File: src/hw/sad_pkg.sv
// Purpose: Shared types and constants for the system address decoder
// Assumes: 32-bit byte addresses, single system clock
// Notes:   Slot indices are address bits [19:12] inside the peripheral area
package sad_pkg;
   localparam int          ADDR_W        = 32;
   localparam logic [1:0]  SZ_BYTE       = 2'h0;
   localparam logic [1:0]  SZ_HALF       = 2'h1;
   localparam logic [1:0]  SZ_WORD       = 2'h2;
   localparam logic [1:0]  SZ_DWORD      = 2'h3;
   localparam logic [31:0] FLASH_BASE    = 32'h0000_0000;
   localparam logic [13:0] FLASH_HI      = 14'h0000;
   localparam logic [15:0] SRAM_HI       = 16'h2000;
   localparam logic [31:0] SRAM_BASE     = 32'h2000_0000;
   localparam logic [31:0] SRAM_AL_LO    = 32'h2200_0000;
   localparam logic [31:0] SRAM_AL_HI    = 32'h221f_ffff;
   localparam logic [11:0] PERI_HI       = 12'h400;
   localparam logic [31:0] PERI_BASE     = 32'h4000_0000;
   localparam logic [31:0] PERI_AL_LO    = 32'h4200_0000;
   localparam logic [31:0] PERI_AL_HI    = 32'h43ff_ffff;
   localparam logic [19:0] SWT_SLOT      = 20'he0000;
   localparam logic [19:0] WPT_SLOT      = 20'he0001;
   localparam logic [19:0] PBU_SLOT      = 20'he0002;
   localparam logic [19:0] CORE_SLOT     = 20'he000e;
   localparam logic [19:0] TPU_SLOT      = 20'he0040;
   localparam logic [19:0] OFS_FLASH_M   = 20'h3ffff;
   localparam logic [19:0] OFS_SRAM_M    = 20'h0ffff;
   localparam logic [19:0] OFS_SLOT_M    = 20'h00fff;
   localparam logic [2:0]  DW_STEP       = 3'h4;

   typedef enum logic [4:0] {
      SEL_NONE, SEL_FLASH, SEL_SRAM, SEL_WDT0, SEL_GPIOA, SEL_GPIOB, SEL_GPIOC,
      SEL_GPIOD, SEL_SSI0, SEL_UART0, SEL_UART1, SEL_UART2, SEL_I2C0, SEL_GPIOE,
      SEL_GPIOF, SEL_GPIOG, SEL_TMR0, SEL_TMR1, SEL_TMR2, SEL_TMR3, SEL_ADC0,
      SEL_ACMP, SEL_HIB, SEL_FCTL, SEL_SYSCTL, SEL_SWTRACE, SEL_WPTRACE,
      SEL_PATCHBP, SEL_COREPER, SEL_TRACEPORT
   } sad_sel_t;

   typedef struct packed {
      logic        write;
      logic [1:0]  size;
      logic [31:0] addr;
      logic [63:0] wdata;
   } sad_req_t;

   typedef struct packed {
      logic        err;
      logic [63:0] rdata;
   } sad_rsp_t;

   typedef struct packed {
      sad_sel_t    sel;
      logic [19:0] offset;
      logic        write;
      logic [3:0]  strb;
      logic [31:0] wdata;
   } sad_tgt_t;

   typedef struct packed {
      sad_sel_t    sel;
      logic        fault;
      logic        alias_hit;
      logic [4:0]  bitpos;
      logic [19:0] offset;
   } sad_map_t;

   // Peripheral slot lookup, one 4 KB slot per unit
   function automatic sad_sel_t peri_slot(input logic [7:0] idx);
      unique case (idx)
         8'h00:   peri_slot = SEL_WDT0;
         8'h04:   peri_slot = SEL_GPIOA;
         8'h05:   peri_slot = SEL_GPIOB;
         8'h06:   peri_slot = SEL_GPIOC;
         8'h07:   peri_slot = SEL_GPIOD;
         8'h08:   peri_slot = SEL_SSI0;
         8'h0c:   peri_slot = SEL_UART0;
         8'h0d:   peri_slot = SEL_UART1;
         8'h0e:   peri_slot = SEL_UART2;
         8'h20:   peri_slot = SEL_I2C0;
         8'h24:   peri_slot = SEL_GPIOE;
         8'h25:   peri_slot = SEL_GPIOF;
         8'h26:   peri_slot = SEL_GPIOG;
         8'h30:   peri_slot = SEL_TMR0;
         8'h31:   peri_slot = SEL_TMR1;
         8'h32:   peri_slot = SEL_TMR2;
         8'h33:   peri_slot = SEL_TMR3;
         8'h38:   peri_slot = SEL_ADC0;
         8'h3c:   peri_slot = SEL_ACMP;
         8'hfc:   peri_slot = SEL_HIB;
         8'hfd:   peri_slot = SEL_FCTL;
         8'hfe:   peri_slot = SEL_SYSCTL;
         default: peri_slot = SEL_NONE;
      endcase
   endfunction
endpackage

File: src/hw/sad_addr_map.sv
// Purpose: Combinational address map with bit-band alias translation
// Assumes: Address is a 32-bit byte address
// Notes:   Translated alias address is decoded again like a direct one
`timescale 1ns/1ps
`default_nettype none
module sad_addr_map
   import sad_pkg::*;
(
   input  wire logic [31:0] addr,   // Byte address from master
   output sad_pkg::sad_map_t map    // Decoded target and offset
);
   logic [31:0] phys;
   logic [19:0] boff;

   always_comb begin
      map            = '0;
      map.sel        = SEL_NONE;
      phys           = addr;
      boff           = addr[24:5];
      if (addr >= SRAM_AL_LO && addr <= SRAM_AL_HI) begin
         map.alias_hit = 1'b1;
         phys          = SRAM_BASE | {12'h000, boff[19:2], 2'b00};
         map.bitpos    = {boff[1:0], addr[4:2]};
      end else if (addr >= PERI_AL_LO && addr <= PERI_AL_HI) begin
         map.alias_hit = 1'b1;
         phys          = PERI_BASE | {12'h000, boff[19:2], 2'b00};
         map.bitpos    = {boff[1:0], addr[4:2]};
      end
      // Fixed map over the full 4 GB space
      if (phys[31:18] == FLASH_HI) begin
         map.sel    = SEL_FLASH;
         map.offset = phys[19:0] & OFS_FLASH_M;
      end else if (phys[31:16] == SRAM_HI) begin
         map.sel    = SEL_SRAM;
         map.offset = phys[19:0] & OFS_SRAM_M;
      end else begin
         map.offset = phys[19:0] & OFS_SLOT_M;
         if (phys[31:20] == PERI_HI)
            map.sel = peri_slot(phys[19:12]);
         else if (phys[31:12] == SWT_SLOT)
            map.sel = SEL_SWTRACE;
         else if (phys[31:12] == WPT_SLOT)
            map.sel = SEL_WPTRACE;
         else if (phys[31:12] == PBU_SLOT)
            map.sel = SEL_PATCHBP;
         else if (phys[31:12] == CORE_SLOT)
            map.sel = SEL_COREPER;
         else if (phys[31:12] == TPU_SLOT)
            map.sel = SEL_TRACEPORT;
      end
      map.fault = (map.sel == SEL_NONE);
   end
endmodule
`default_nettype wire

File: src/hw/sad_decoder.sv
// Purpose: System address decoder between the core and its memory targets
// Assumes: Targets answer with a one-cycle ack on the system clock
// Notes:   Alias writes hold tgt_lock over the read and the write back
`timescale 1ns/1ps
`default_nettype none
//////////////////////////////////////////////////////////////////////////////
// Operation
// - Reserved addresses end in an error response, no target is accessed.
// - Fixed 4 GB map over 32-bit byte addresses, never remapped.
// - Byte lanes are little endian, lowest address in the lowest byte.
// - Byte, halfword and word sizes accepted; master marks each size.
// - A word-aligned 64-bit transfer outside the alias windows becomes two word accesses at consecutive addresses.
// - SRAM alias window maps to single bits of SRAM words.
// - Peripheral alias window maps to single bits of lower peripheral space.
// - Alias write is a locked read-modify-write; alias read returns the addressed bit in bit 0.
// - Peripherals selected by base; low bits sent as register offset.
// - Bottom private-bus slots go to trace, watchpoint, patch units.
// - System control window goes to the core peripherals.
// - Trace port window routed; private-bus space above it is reserved.
module sad_decoder
   import sad_pkg::*;
(
   input  wire logic             clk,        // System clock
   input  wire logic             rst,        // Asynchronous reset, high
   input  wire logic             req_valid,  // Master request present
   input  wire sad_pkg::sad_req_t req,       // Master request
   output logic                  req_ready,  // Request taken when high
   output logic                  rsp_valid,  // Response pulse
   output sad_pkg::sad_rsp_t     rsp,        // Response data and error
   output logic                  tgt_valid,  // Target access pending
   output sad_pkg::sad_tgt_t     tgt,        // Target access
   output logic                  tgt_lock,   // Locked sequence in progress
   input  wire logic             tgt_ack,    // Target done, one cycle
   input  wire logic [31:0]      tgt_rdata,  // Target read data
   input  wire logic             tgt_err     // Target error with ack
);
   import sad_pkg::*;

   typedef enum logic [2:0] {
      S_IDLE = 3'b000,
      S_ACC  = 3'b001,
      S_RESP = 3'b011,
      S_HI   = 3'b111,
      S_RMW  = 3'b101
   } sad_st_t;

   sad_st_t   st_r, st_nxt;
   sad_req_t  cur_r, cur_nxt;
   sad_map_t  map_r, map_nxt, map_in;
   sad_tgt_t  tgt_r, tgt_nxt;
   sad_rsp_t  rsp_r, rsp_nxt;
   logic      tv_r, tv_nxt, lock_r, lock_nxt, rv_r, rv_nxt, rdy_r, rdy_nxt;
   logic      misal;

   sad_addr_map u_map (
      .addr (req.addr),
      .map  (map_in)
   );

   //////////////////////////////////////////////////////////////////////////
   // Lane helpers
   function automatic logic [3:0] lane_strb(input logic [1:0] sz, input logic [1:0] a);
      unique case (sz)
         SZ_BYTE: lane_strb = 4'h1 << a;
         SZ_HALF: lane_strb = 4'h3 << a;
         default: lane_strb = 4'hf;
      endcase
   endfunction

   function automatic logic [31:0] lane_rd(input logic [1:0] sz, input logic [1:0] a,
                                           input logic [31:0] d);
      logic [31:0] s;
      s = d >> {a, 3'b000};
      unique case (sz)
         SZ_BYTE: lane_rd = {24'h000000, s[7:0]};
         SZ_HALF: lane_rd = {16'h0000, s[15:0]};
         default: lane_rd = s;
      endcase
   endfunction

   //////////////////////////////////////////////////////////////////////////
   // Next state
   always_comb begin
      st_nxt   = st_r;
      cur_nxt  = cur_r;
      map_nxt  = map_r;
      tgt_nxt  = tgt_r;
      rsp_nxt  = rsp_r;
      tv_nxt   = tv_r;
      lock_nxt = lock_r;
      rdy_nxt  = rdy_r;
      rv_nxt   = 1'b0;
      misal    = ((req.size == SZ_HALF) && req.addr[0]) ||
                 (req.size[1] && (req.addr[1:0] != 2'b00));
      unique case (st_r)
         S_IDLE: begin
            if (req_valid && rdy_r) begin
               cur_nxt = req;
               map_nxt = map_in;
               rdy_nxt = 1'b0;
               if (map_in.fault || (misal && !map_in.alias_hit)) begin
                  rsp_nxt = '{err: 1'b1, rdata: 64'h0};
                  rv_nxt  = 1'b1;
                  st_nxt  = S_RESP;
               end else begin
                  tgt_nxt.sel    = map_in.sel;
                  tgt_nxt.offset = map_in.offset;
                  if (map_in.alias_hit) begin
                     tgt_nxt.write = 1'b0;
                     tgt_nxt.strb  = 4'hf;
                     tgt_nxt.wdata = 32'h0;
                     lock_nxt      = req.write;
                  end else begin
                     tgt_nxt.write = req.write;
                     tgt_nxt.strb  = lane_strb(req.size, req.addr[1:0]);
                     tgt_nxt.wdata = req.wdata[31:0] << {req.addr[1:0], 3'b000};
                  end
                  tv_nxt = 1'b1;
                  st_nxt = S_ACC;
               end
            end else begin
               rdy_nxt = 1'b1;
            end
         end
         S_ACC: begin
            if (tgt_ack) begin
               tv_nxt = 1'b0;
               if (tgt_err) begin
                  rsp_nxt  = '{err: 1'b1, rdata: 64'h0};
                  lock_nxt = 1'b0;
                  rv_nxt   = 1'b1;
                  st_nxt   = S_RESP;
               end else if (map_r.alias_hit && cur_r.write) begin
                  tgt_nxt.write = 1'b1;
                  tgt_nxt.wdata = tgt_rdata;
                  tgt_nxt.wdata[map_r.bitpos] = cur_r.wdata[0];
                  tv_nxt        = 1'b1;
                  st_nxt        = S_RMW;
               end else if (map_r.alias_hit) begin
                  rsp_nxt = '{err: 1'b0, rdata: {63'h0, tgt_rdata[map_r.bitpos]}};
                  rv_nxt  = 1'b1;
                  st_nxt  = S_RESP;
               end else if (cur_r.size == SZ_DWORD) begin
                  rsp_nxt.err         = 1'b0;
                  rsp_nxt.rdata       = {32'h0, tgt_rdata};
                  tgt_nxt.offset      = tgt_r.offset + {17'h0, DW_STEP};
                  tgt_nxt.wdata       = cur_r.wdata[63:32];
                  tv_nxt              = 1'b1;
                  st_nxt              = S_HI;
               end else begin
                  rsp_nxt.err   = 1'b0;
                  rsp_nxt.rdata = {32'h0, lane_rd(cur_r.size, cur_r.addr[1:0], tgt_rdata)};
                  rv_nxt        = 1'b1;
                  st_nxt        = S_RESP;
               end
            end
         end
         S_HI: begin
            if (tgt_ack) begin
               tv_nxt              = 1'b0;
               rsp_nxt.err         = tgt_err;
               rsp_nxt.rdata[63:32] = tgt_rdata;
               rv_nxt              = 1'b1;
               st_nxt              = S_RESP;
            end
         end
         S_RMW: begin
            if (tgt_ack) begin
               tv_nxt   = 1'b0;
               lock_nxt = 1'b0;
               rsp_nxt  = '{err: tgt_err, rdata: 64'h0};
               rv_nxt   = 1'b1;
               st_nxt   = S_RESP;
            end
         end
         S_RESP: begin
            rdy_nxt = 1'b1;
            st_nxt  = S_IDLE;
         end
         default: begin
            tv_nxt   = 1'b0;
            lock_nxt = 1'b0;
            rdy_nxt  = 1'b1;
            st_nxt   = S_IDLE;
         end
      endcase
   end

   //////////////////////////////////////////////////////////////////////////
   // Registers
   always_ff @(posedge clk or posedge rst) begin
      if (rst) begin
         st_r   <= S_IDLE;
         cur_r  <= '0;
         map_r  <= '0;
         tgt_r  <= '0;
         rsp_r  <= '0;
         tv_r   <= 1'b0;
         lock_r <= 1'b0;
         rv_r   <= 1'b0;
         rdy_r  <= 1'b0;
      end else begin
         st_r   <= st_nxt;
         cur_r  <= cur_nxt;
         map_r  <= map_nxt;
         tgt_r  <= tgt_nxt;
         rsp_r  <= rsp_nxt;
         tv_r   <= tv_nxt;
         lock_r <= lock_nxt;
         rv_r   <= rv_nxt;
         rdy_r  <= rdy_nxt;
      end
   end

   assign req_ready = rdy_r;
   assign rsp_valid = rv_r;
   assign rsp       = rsp_r;
   assign tgt_valid = tv_r;
   assign tgt       = tgt_r;
   assign tgt_lock  = lock_r;
endmodule
`default_nettype wire

File: config.mk
export PLATFORM = sky130hd
export DESIGN_NAME = sad_decoder
export DESIGN_NICKNAME = d
export VERILOG_FILES = /design/src/hw/sad_pkg.sv /design/src/hw/sad_addr_map.sv /design/src/hw/sad_decoder.sv
export SDC_FILE = /design/constraint.sdc
export NUM_CORES = 1
export LEC_CHECK = 0
export ABC_AREA = 1
export BUFFER_PORTS_ARGS = -buffer_cell sky130_fd_sc_hd__buf_4
export CAP_MARGIN = 15
export CORE_ASPECT_RATIO = 1.5
export CORE_MARGIN = 5
export CORE_UTILIZATION = 35
export CTS_BUF_LIST = sky130_fd_sc_hd__clkbuf_2 sky130_fd_sc_hd__clkbuf_4 sky130_fd_sc_hd__clkbuf_8
export CTS_CLUSTER_DIAMETER = 120
export DETAILED_ROUTE_END_ITERATION = 8
export PLACE_DENSITY = 0.64
export SLEW_MARGIN = 30
export SYNTH_ARGS = -nofsm -noshare
export SYNTH_HDL_FRONTEND = slang
export SYNTH_HIERARCHICAL = 1
export SYNTH_SLANG_ARGS = --single-unit
File: constraint.sdc
create_clock -name clk -period 11.7 [get_ports clk]
set_input_delay 1.755 -clock clk [delete_from_list [all_inputs] [get_ports clk]]
set_output_delay 1.755 -clock clk [all_outputs]
set_load 0.02 [all_outputs]
# After elaboration in Yosys (flattened, before gate mapping)

Index checks and enable logic that the tools add are counted.

Add/subtract/negate cells: 1
Multipliers: 0
Div/mod/pow operators: 0
$lt $le $gt $ge: 6
Equal/unequal tests: 52
Shifts and indexed selects: 4
Multiplexer cells: 84
Bitwise operators: 3
Reductions and logical operators: 34

Operators with widths:

| kind                 | number |
|---|---|
| $mux 65              | 6 |
| $mux 32              | 9 |
| $pmux 33 s4          | 1 |
| $pmux 32 s2          | 2 |
| $mux 57              | 2 |
| $pmux 5 s22          | 1 |
| $eq 20x20->1 const B | 5 |
| $pmux 32 s3          | 1 |
| $eq 8x6->1 const B   | 10 |
| $mux 20              | 4 |
| $mux 21              | 2 |
| $pmux 21 s2          | 1 |
| $mux 5               | 8 |
| $mux 37              | 1 |
| $mux 33              | 1 |
| $bwmux 32            | 1 |
| $eq 8x3->1 const B   | 4 |
| $eq 8x4->1 const B   | 4 |
| $ge 32x30->1 const B | 1 |
| $ge 32x31->1 const B | 1 |
| $le 32x30->1 const B | 1 |
| $le 32x31->1 const B | 1 |
| $shl 32x5->32        | 1 |
| $shr 32x5->32        | 1 |
| 48 further kinds     | 115 |

Bits in registers: 209
Bits in latches: 0
RAM bits: 0
Bits in read-only memories: 0
Input bits: 136
Output and inout port bits: 131
Word-level logic and storage cells: 203
Memories kept: 0

# Logic depth before layout (Yosys ltp)

Gate-level depths: netlist of run 1.

Depth in word-level cells: 18
Gate-level depth with buffers: 28

# Cells and area by module

Netlist of run 1, hierarchy kept.

By module, submodules not included:

| module       | instances | cells an instance | area an instance (um^2) | sequential area each (um^2) |
|---|---|---|---|---|
| sad_decoder  | 1         | 1498              | 10238.6                 | 4454.3 |
| sad_addr_map | 1         | 291               | 1407.6                  | 0.0 |

# Least setup slack after synthesis of run 1

OpenSTA, ideal clock, no wires.

Kind: in2reg
Start point: input req[91] (netlist bit)
End point: register tgt_r, in the netlist tgt[10]
Data arrival time: 4.261 ns
Data required time: 11.577 ns
Setup slack: 7.316 ns
Stages: 26
Buffers on the path: 2
Cell sequence: inv_1 nand2_1 nor2_1 nor2_8 nand3_2 buf_6 nand2_1 nand3_1 nand2_2 nor2_4 nand2_1 nor2_1 nor2_2 nand3_1 nand2_1 nand2_1 nor3_2 inv_1 nand2_2 nand2_1 nand3_2 nor2_2 inv_2 buf_2 nand2_1 nand2_1

RTL lines:

| item                 | line               | source |
|---|---|---|
| start, declared      | sad_decoder.sv:26  | `input wire sad_pkg::sad_req_t req,` |
| end signal, assigned | sad_decoder.sv:206 | `tgt_r <= tgt_nxt;` |
| end, declared        | sad_decoder.sv:50  | `sad_tgt_t tgt_r, tgt_nxt;` |

==> run metrics, run 1 <==
status completed; Slew HR 0.340; final setup violation count 0; share of cells above drive strength 1 0.194; top-area cell type share of the netlist area 0.382; GPL Wtd Cong 0.947; Avg WL per Cell 19.3 um; Peak VDD IR 0.0960 mV; Starting Density 0.356; post-route ant nets 0; Root Driver clkbuf_8; Total GRT Usage 0.245; NetSw 1210 uW; highest metal used met5; RSZ-0062 raised after global routing false; CP max-delay cell nor2_1; row count 81; initial antenna violation count 2; flop-to-flop setup slack 8.45 ns; Worst EP required 12.09 ns; Ports 267; fin crit period 5.43 ns; H-tree depth 4; Final Hold Viols 0; top cell type by total area after synthesis dfrtp_1; routed wire length 46900 um; top cells by area, synth dfrtp_1, nand2_1, o21ai_0; Final nets 2139; CP peak stage delay 0.54 ns; vias per cell 5.25; IO buf count 266; via count 12.8k; DIE HEIGHT 233 um; crit path capture tgt[10]; power density cells 180 nW/um2; fmax 184 MHz; clock slew seen by the registers of the worst setup and hold paths 0.09 ns; Worst path most repeated cell nand2_1; Remaining DRCs 0; worst-path maximum fanout 33; Synth Flop Type dfrtp_1; Core Box Area 32700 um2; met2 wire len 24200 um; Pint 1350 uW; clock tree sinks 178; Total Power 2560 uW; R2R cell count 11; Iter 0 DRT Violations 1203; # Post-CTS Setup Buffers 0; Place WS 5.88 ns; clock skew 0.0285 ns; FF-to-FF End tgt[37]; Leak 0.00735 uW; Worst setup EP type flop; cts bufs inserted 17; Startpoint Class primary input; Hold WC Path Type flop to flop; Mapped Area 11600 um2; sw frac 0.471; Synth Instances 1789; CTS tree done; final period utilization 0.464; clock network power share 0.178; WS Path Type primary input to flop; Gate power share 0.466; Post-synth top cells nand2_1, dfrtp_1, o21ai_0, nand3_1, nor2_1; Least-Margin Pin Slew 0.990 ns; Die ar. 37100 um2; post-detail-place hpwl 36400 um; R2R Path Start st_r[2]; GRT overflow 0; number of synthesized register bits 178; Reg power frac 0.356; Post-CTS Hold Fix Bufs 0; Worst EP arrival 5.82 ns; Synth cell types 49; synthesis-to-layout area growth 22.5%; metal3 WL 3140 um; setup TNS 0 ns; hold path start cur_r[62]; first-pass GRT wire length 71600 um; post-route worst setup slack 6.27 ns; CTS max path bufs 2; Initial DRT Pass Iterations 7; yosys warns 6; DIE WIDTH 159 um; Clock Latency Late Sink 0.52 ns; post-CTS sizing 0; vias in the first global route 12.3k; Avg Inst Size Synth 6.51 um2; sequential area share after synthesis 0.382; crit path from req[93]; Slew Limit Fails 0; largest net degree at the start of global routing 105; ys async rst share 1.00; Post-synth EDFFs 0; top-count cell post-synth nand2_1; number of max-cap violations 0; Post-Route M1 WL 17900 um
[state kept, by name, indices dropped and copies added, names as in the netlist]
signal     flops
tgt           62
rsp           65
map_r          6
tgt_lock       1
tgt_valid      1
st_r           3
cur_r         38
rsp_valid      1
req_ready      1
[cell usage in the layout, fill, tap and decap left out, types with 2 or more instances in the layout]
master / synthesis / final
clkinv_2: 1 / 3
inv_6: 0 / 5
inv_1: 108 / 106
nor3_2: 2 / 2
nand2_1: 732 / 732
nand2_4: 2 / 2
nor3_1: 5 / 5
o211ai_1: 13 / 13
inv_2: 21 / 21
a31oi_1: 8 / 8
or2_2: 7 / 7
o21a_1: 3 / 3
nand4_1: 22 / 22
o21ai_1: 25 / 25
nor2_1: 134 / 133
o2111ai_1: 5 / 5
dfrtp_1: 178 / 178
inv_8: 0 / 2
buf_4: 5 / 276
bufinv_16: 0 / 2
o21ai_0: 171 / 171
a21oi_1: 45 / 45
nand3_2: 7 / 7
o311ai_0: 3 / 3
nand3_1: 140 / 140
xnor2_1: 3 / 3
conb_1: 1 / 2
nor4_1: 3 / 3
o22ai_1: 4 / 4
clkinv_1: 4 / 5
nand3b_1: 3 / 3
nand2_2: 15 / 15
a21oi_2: 2 / 2
nor2_8: 2 / 2
xor2_1: 2 / 2
nor2_4: 5 / 5
a22oi_1: 7 / 7
nor2_2: 13 / 14
clkbuf_8: 0 / 20
[power groups by stage]
stage                     combinational [uW]  clock (uW)  sequential, uW
after floorplan                          697           0             992
after global placement                  1180           0             922
after detailed placement                1190           0             923
after CTS                               1190         468             913
after global routing                    1310         491             931
final                                   1190         457             913
[logic make-up (layout without fill, tap and decap cells)]
kind of cell    count (synthesis)  after routing  synth area share
fa+ha+maj                       1              1           0.00107
flops                         178            178             0.382
xor+xnor                        5              5           0.00376
buf+inv                       218            443            0.0801
other cells                     1              3          0.000322
compound gates                290            290             0.135
simple gates                 1095           1095             0.396
mux                             1              1          0.000860
[worst min path at each step]
stage                            to  slack [ns]  depth (start not counted)
after CTS                 cur_r[49]        0.49                          2
after detailed placement  cur_r[60]        0.46                          2
final                     cur_r[62]        0.48                          2
after global placement    cur_r[43]        0.46                          2
after floorplan           cur_r[32]        0.44                          2
after global routing        rsp[15]        0.51                          2
[metal layers]
layer,vias to the layer above,GRT usage
met2,505,0.441
met1,5980,0.290
li1,6183,-
met4,2,0.0931
met5,-,0
met3,89,0.0427
[critical path, delay by kind of cell]
family          cells  cell delay (ns)
simple gates       21             3.08
buf+inv             4             0.87
compound gates      1             0.09
[stage by stage]
stage | hold slack (ns) | cells | util | area [um2]
after detailed placement | 0.463 | 2398 | 0.423 | 13800
final | 0.483 | 2431 | 0.436 | 14300
after CTS | 0.487 | 2430 | 0.435 | 14300
after floorplan | 0.442 | 1790 | - | 11600
after global placement | 0.458 | 2398 | 0.423 | 13800
after global routing | 0.507 | 2431 | 0.436 | 14300
[cell type report]
type / instances / area [um2]
multi-input cells: 1394 / 6270
inverters: 134 / 512
repair buffers: 277 / 2080
clock buffers: 20 / 275
fillers: 3462 / 18500
clock inverters: 12 / 141
diodes: 1 / 2.50
well taps: 415 / 519
flip-flops and latches: 178 / 4450
Power figures use the tool's default switching activity.
==> run 2: changes to the inputs <==
- clock period: 11.7 -> 5.3 ns (I/O delays scaled with it)
==> run 2 against run 1 <==
Die area did not move. Sequential cell count did not move. Largest power group unchanged. Sequential share of layout area fell by 0.18 points. Cell area rose by 0.58%. Wire length rose by 1.0%. Core utilization rose by 0.25 points.
==> run metrics, run 2 (synthesized netlist as in run 1, its figures left out) <==
clock network power share 0.168; synthesis-to-layout area growth 23.2%; Slew Limit Fails 0; largest net degree at the start of global routing 96; fin crit period 4.20 ns; Worst EP arrival 4.64 ns; vias in the first global route 12.5k; via count 13.0k; Final nets 2148; Avg WL per Cell 19.4 um; share of cells above drive strength 1 0.197; Iter 0 DRT Violations 1126; GPL Wtd Cong 0.967; clock tree sinks 178; status completed; Place WS 0.670 ns; flip-flop count of the largest register after layout 65; DIE HEIGHT 233 um; Ports 267; fmax 238 MHz; clock skew 0.0187 ns; post-CTS sizing 0; worst-path maximum fanout 13; Startpoint Class primary input; H-tree depth 4; Peak VDD IR 0.215 mV; Pint 2910 uW; Starting Density 0.356; Least-Margin Pin Slew 0.984 ns; GRT overflow 0; vias per cell 5.32; met2 wire len 24100 um; Total GRT Usage 0.250; metal3 WL 3270 um; WS Path Type primary input to flop; CTS max path bufs 2; highest metal used met4; power density cells 394 nW/um2; final setup violation count 0; Reg power frac 0.357; initial antenna violation count 0; Die ar. 37100 um2; NetSw 2740 uW; post-route ant nets 0; Final Hold Viols 0; Remaining DRCs 0; row count 81; number of max-cap violations 0; Gate power share 0.475; # Post-CTS Setup Buffers 0; Root Driver clkbuf_8; Worst EP required 5.74 ns; Hold WC Path Type primary input to asynchronous set/reset pin; first-pass GRT wire length 72900 um; routed wire length 47400 um; Core Box Area 32700 um2; n_diodes 0; post-route worst setup slack 1.10 ns; Post-Route M1 WL 17900 um; post-detail-place hpwl 37000 um; IO buf count 266; DIE WIDTH 159 um; Worst setup EP type flop; Leak 0.00738 uW; clock slew seen by the registers of the worst setup and hold paths 0.12 ns; Clock Latency Late Sink 0.52 ns; cts bufs inserted 17; final period utilization 0.793; sw frac 0.485; RSZ-0062 raised after global routing false; Slew HR 0.336; setup TNS 0 ns; most common cell after layout, fill and taps aside nand2_1; Initial DRT Pass Iterations 6; most frequent cells in the layout nand2_1, buf_4, dfrtp_1, o21ai_0, nand3_1; Post-CTS Hold Fix Bufs 0; CTS tree done
[run 2: power by group through the flow]
stage          clock, uW  combinational [uW]  sequential [uW]
3_5_place_dp           0                2670             2030
5_1_grt             1040                2960             2050
3_3_place_gp           0                2630             2030
6_report             952                2680             2020
4_1_cts              973                2670             2010
2_1_floorplan          0                1540             2190
[run 2: worst paths after layout]
path                           start  cells past startpoint         to  slack (ns)
setup / recovery             req[93]                     26    tgt[45]        1.10
hold / removal                   rst                      3     rsp[4]        0.33
setup reg to reg             st_r[2]                     12    tgt[33]        2.49
hold reg to reg            cur_r[62]                      2  cur_r[62]        0.49
max in group asynchronous        rst                      4  cur_r[47]        4.19
min in group clk           cur_r[62]                      2  cur_r[62]        0.49
[run 2: stage by stage]
stage	cells	instance area, um2	hold WS (ns)	power (uW)	util
2_1_floorplan	1790	11700	0.442	3730	-
3_3_place_gp	2405	13900	0.456	4660	0.425
3_5_place_dp	2407	14000	0.459	4700	0.426
4_1_cts	2439	14300	0.299	5660	0.438
5_1_grt	2439	14300	0.304	6040	0.438
6_report	2439	14300	0.331	5650	0.438
[run 2: final cells by class]
class	count	area, um2
well taps	415	519
inverters	134	508
flip-flops and latches	178	4450
clock inverters	14	136
multi-input cells	1394	6290
repair buffers	286	2190
clock buffers	18	248
fillers	3511	18400
[run 2: worst max-delay path: stages]
cell,delay (ns)
buf_4,0.13
nor2_4,0.18
nor2_1,0.08
nor2_1,0.20
buf_4,0.22
nand3_2,0.24
nand2_2,0.14
nand2_1,0.09
inv_1,0.06
nand3_1,0.16
nor2_1,0.27
nand2_1,0.08
nor2_1,0.19
nor2_1,0.10
nand4_1,0.08
nand2_1,0.09
nand3_1,0.10
nor3_2,0.04
inv_1,0.06
nand2_2,0.12
nand2_1,0.17
nand3_2,0.13
a21oi_2,0.49
buf_4,0.28
nand2_1,0.07
o21ai_0,0.08
[run 2: metal layers]
metal  vias up  track usage
li1       6195            -
met1      6120        0.294
met2       543        0.439
met3       125       0.0510
met4         0        0.112
met5         -            0
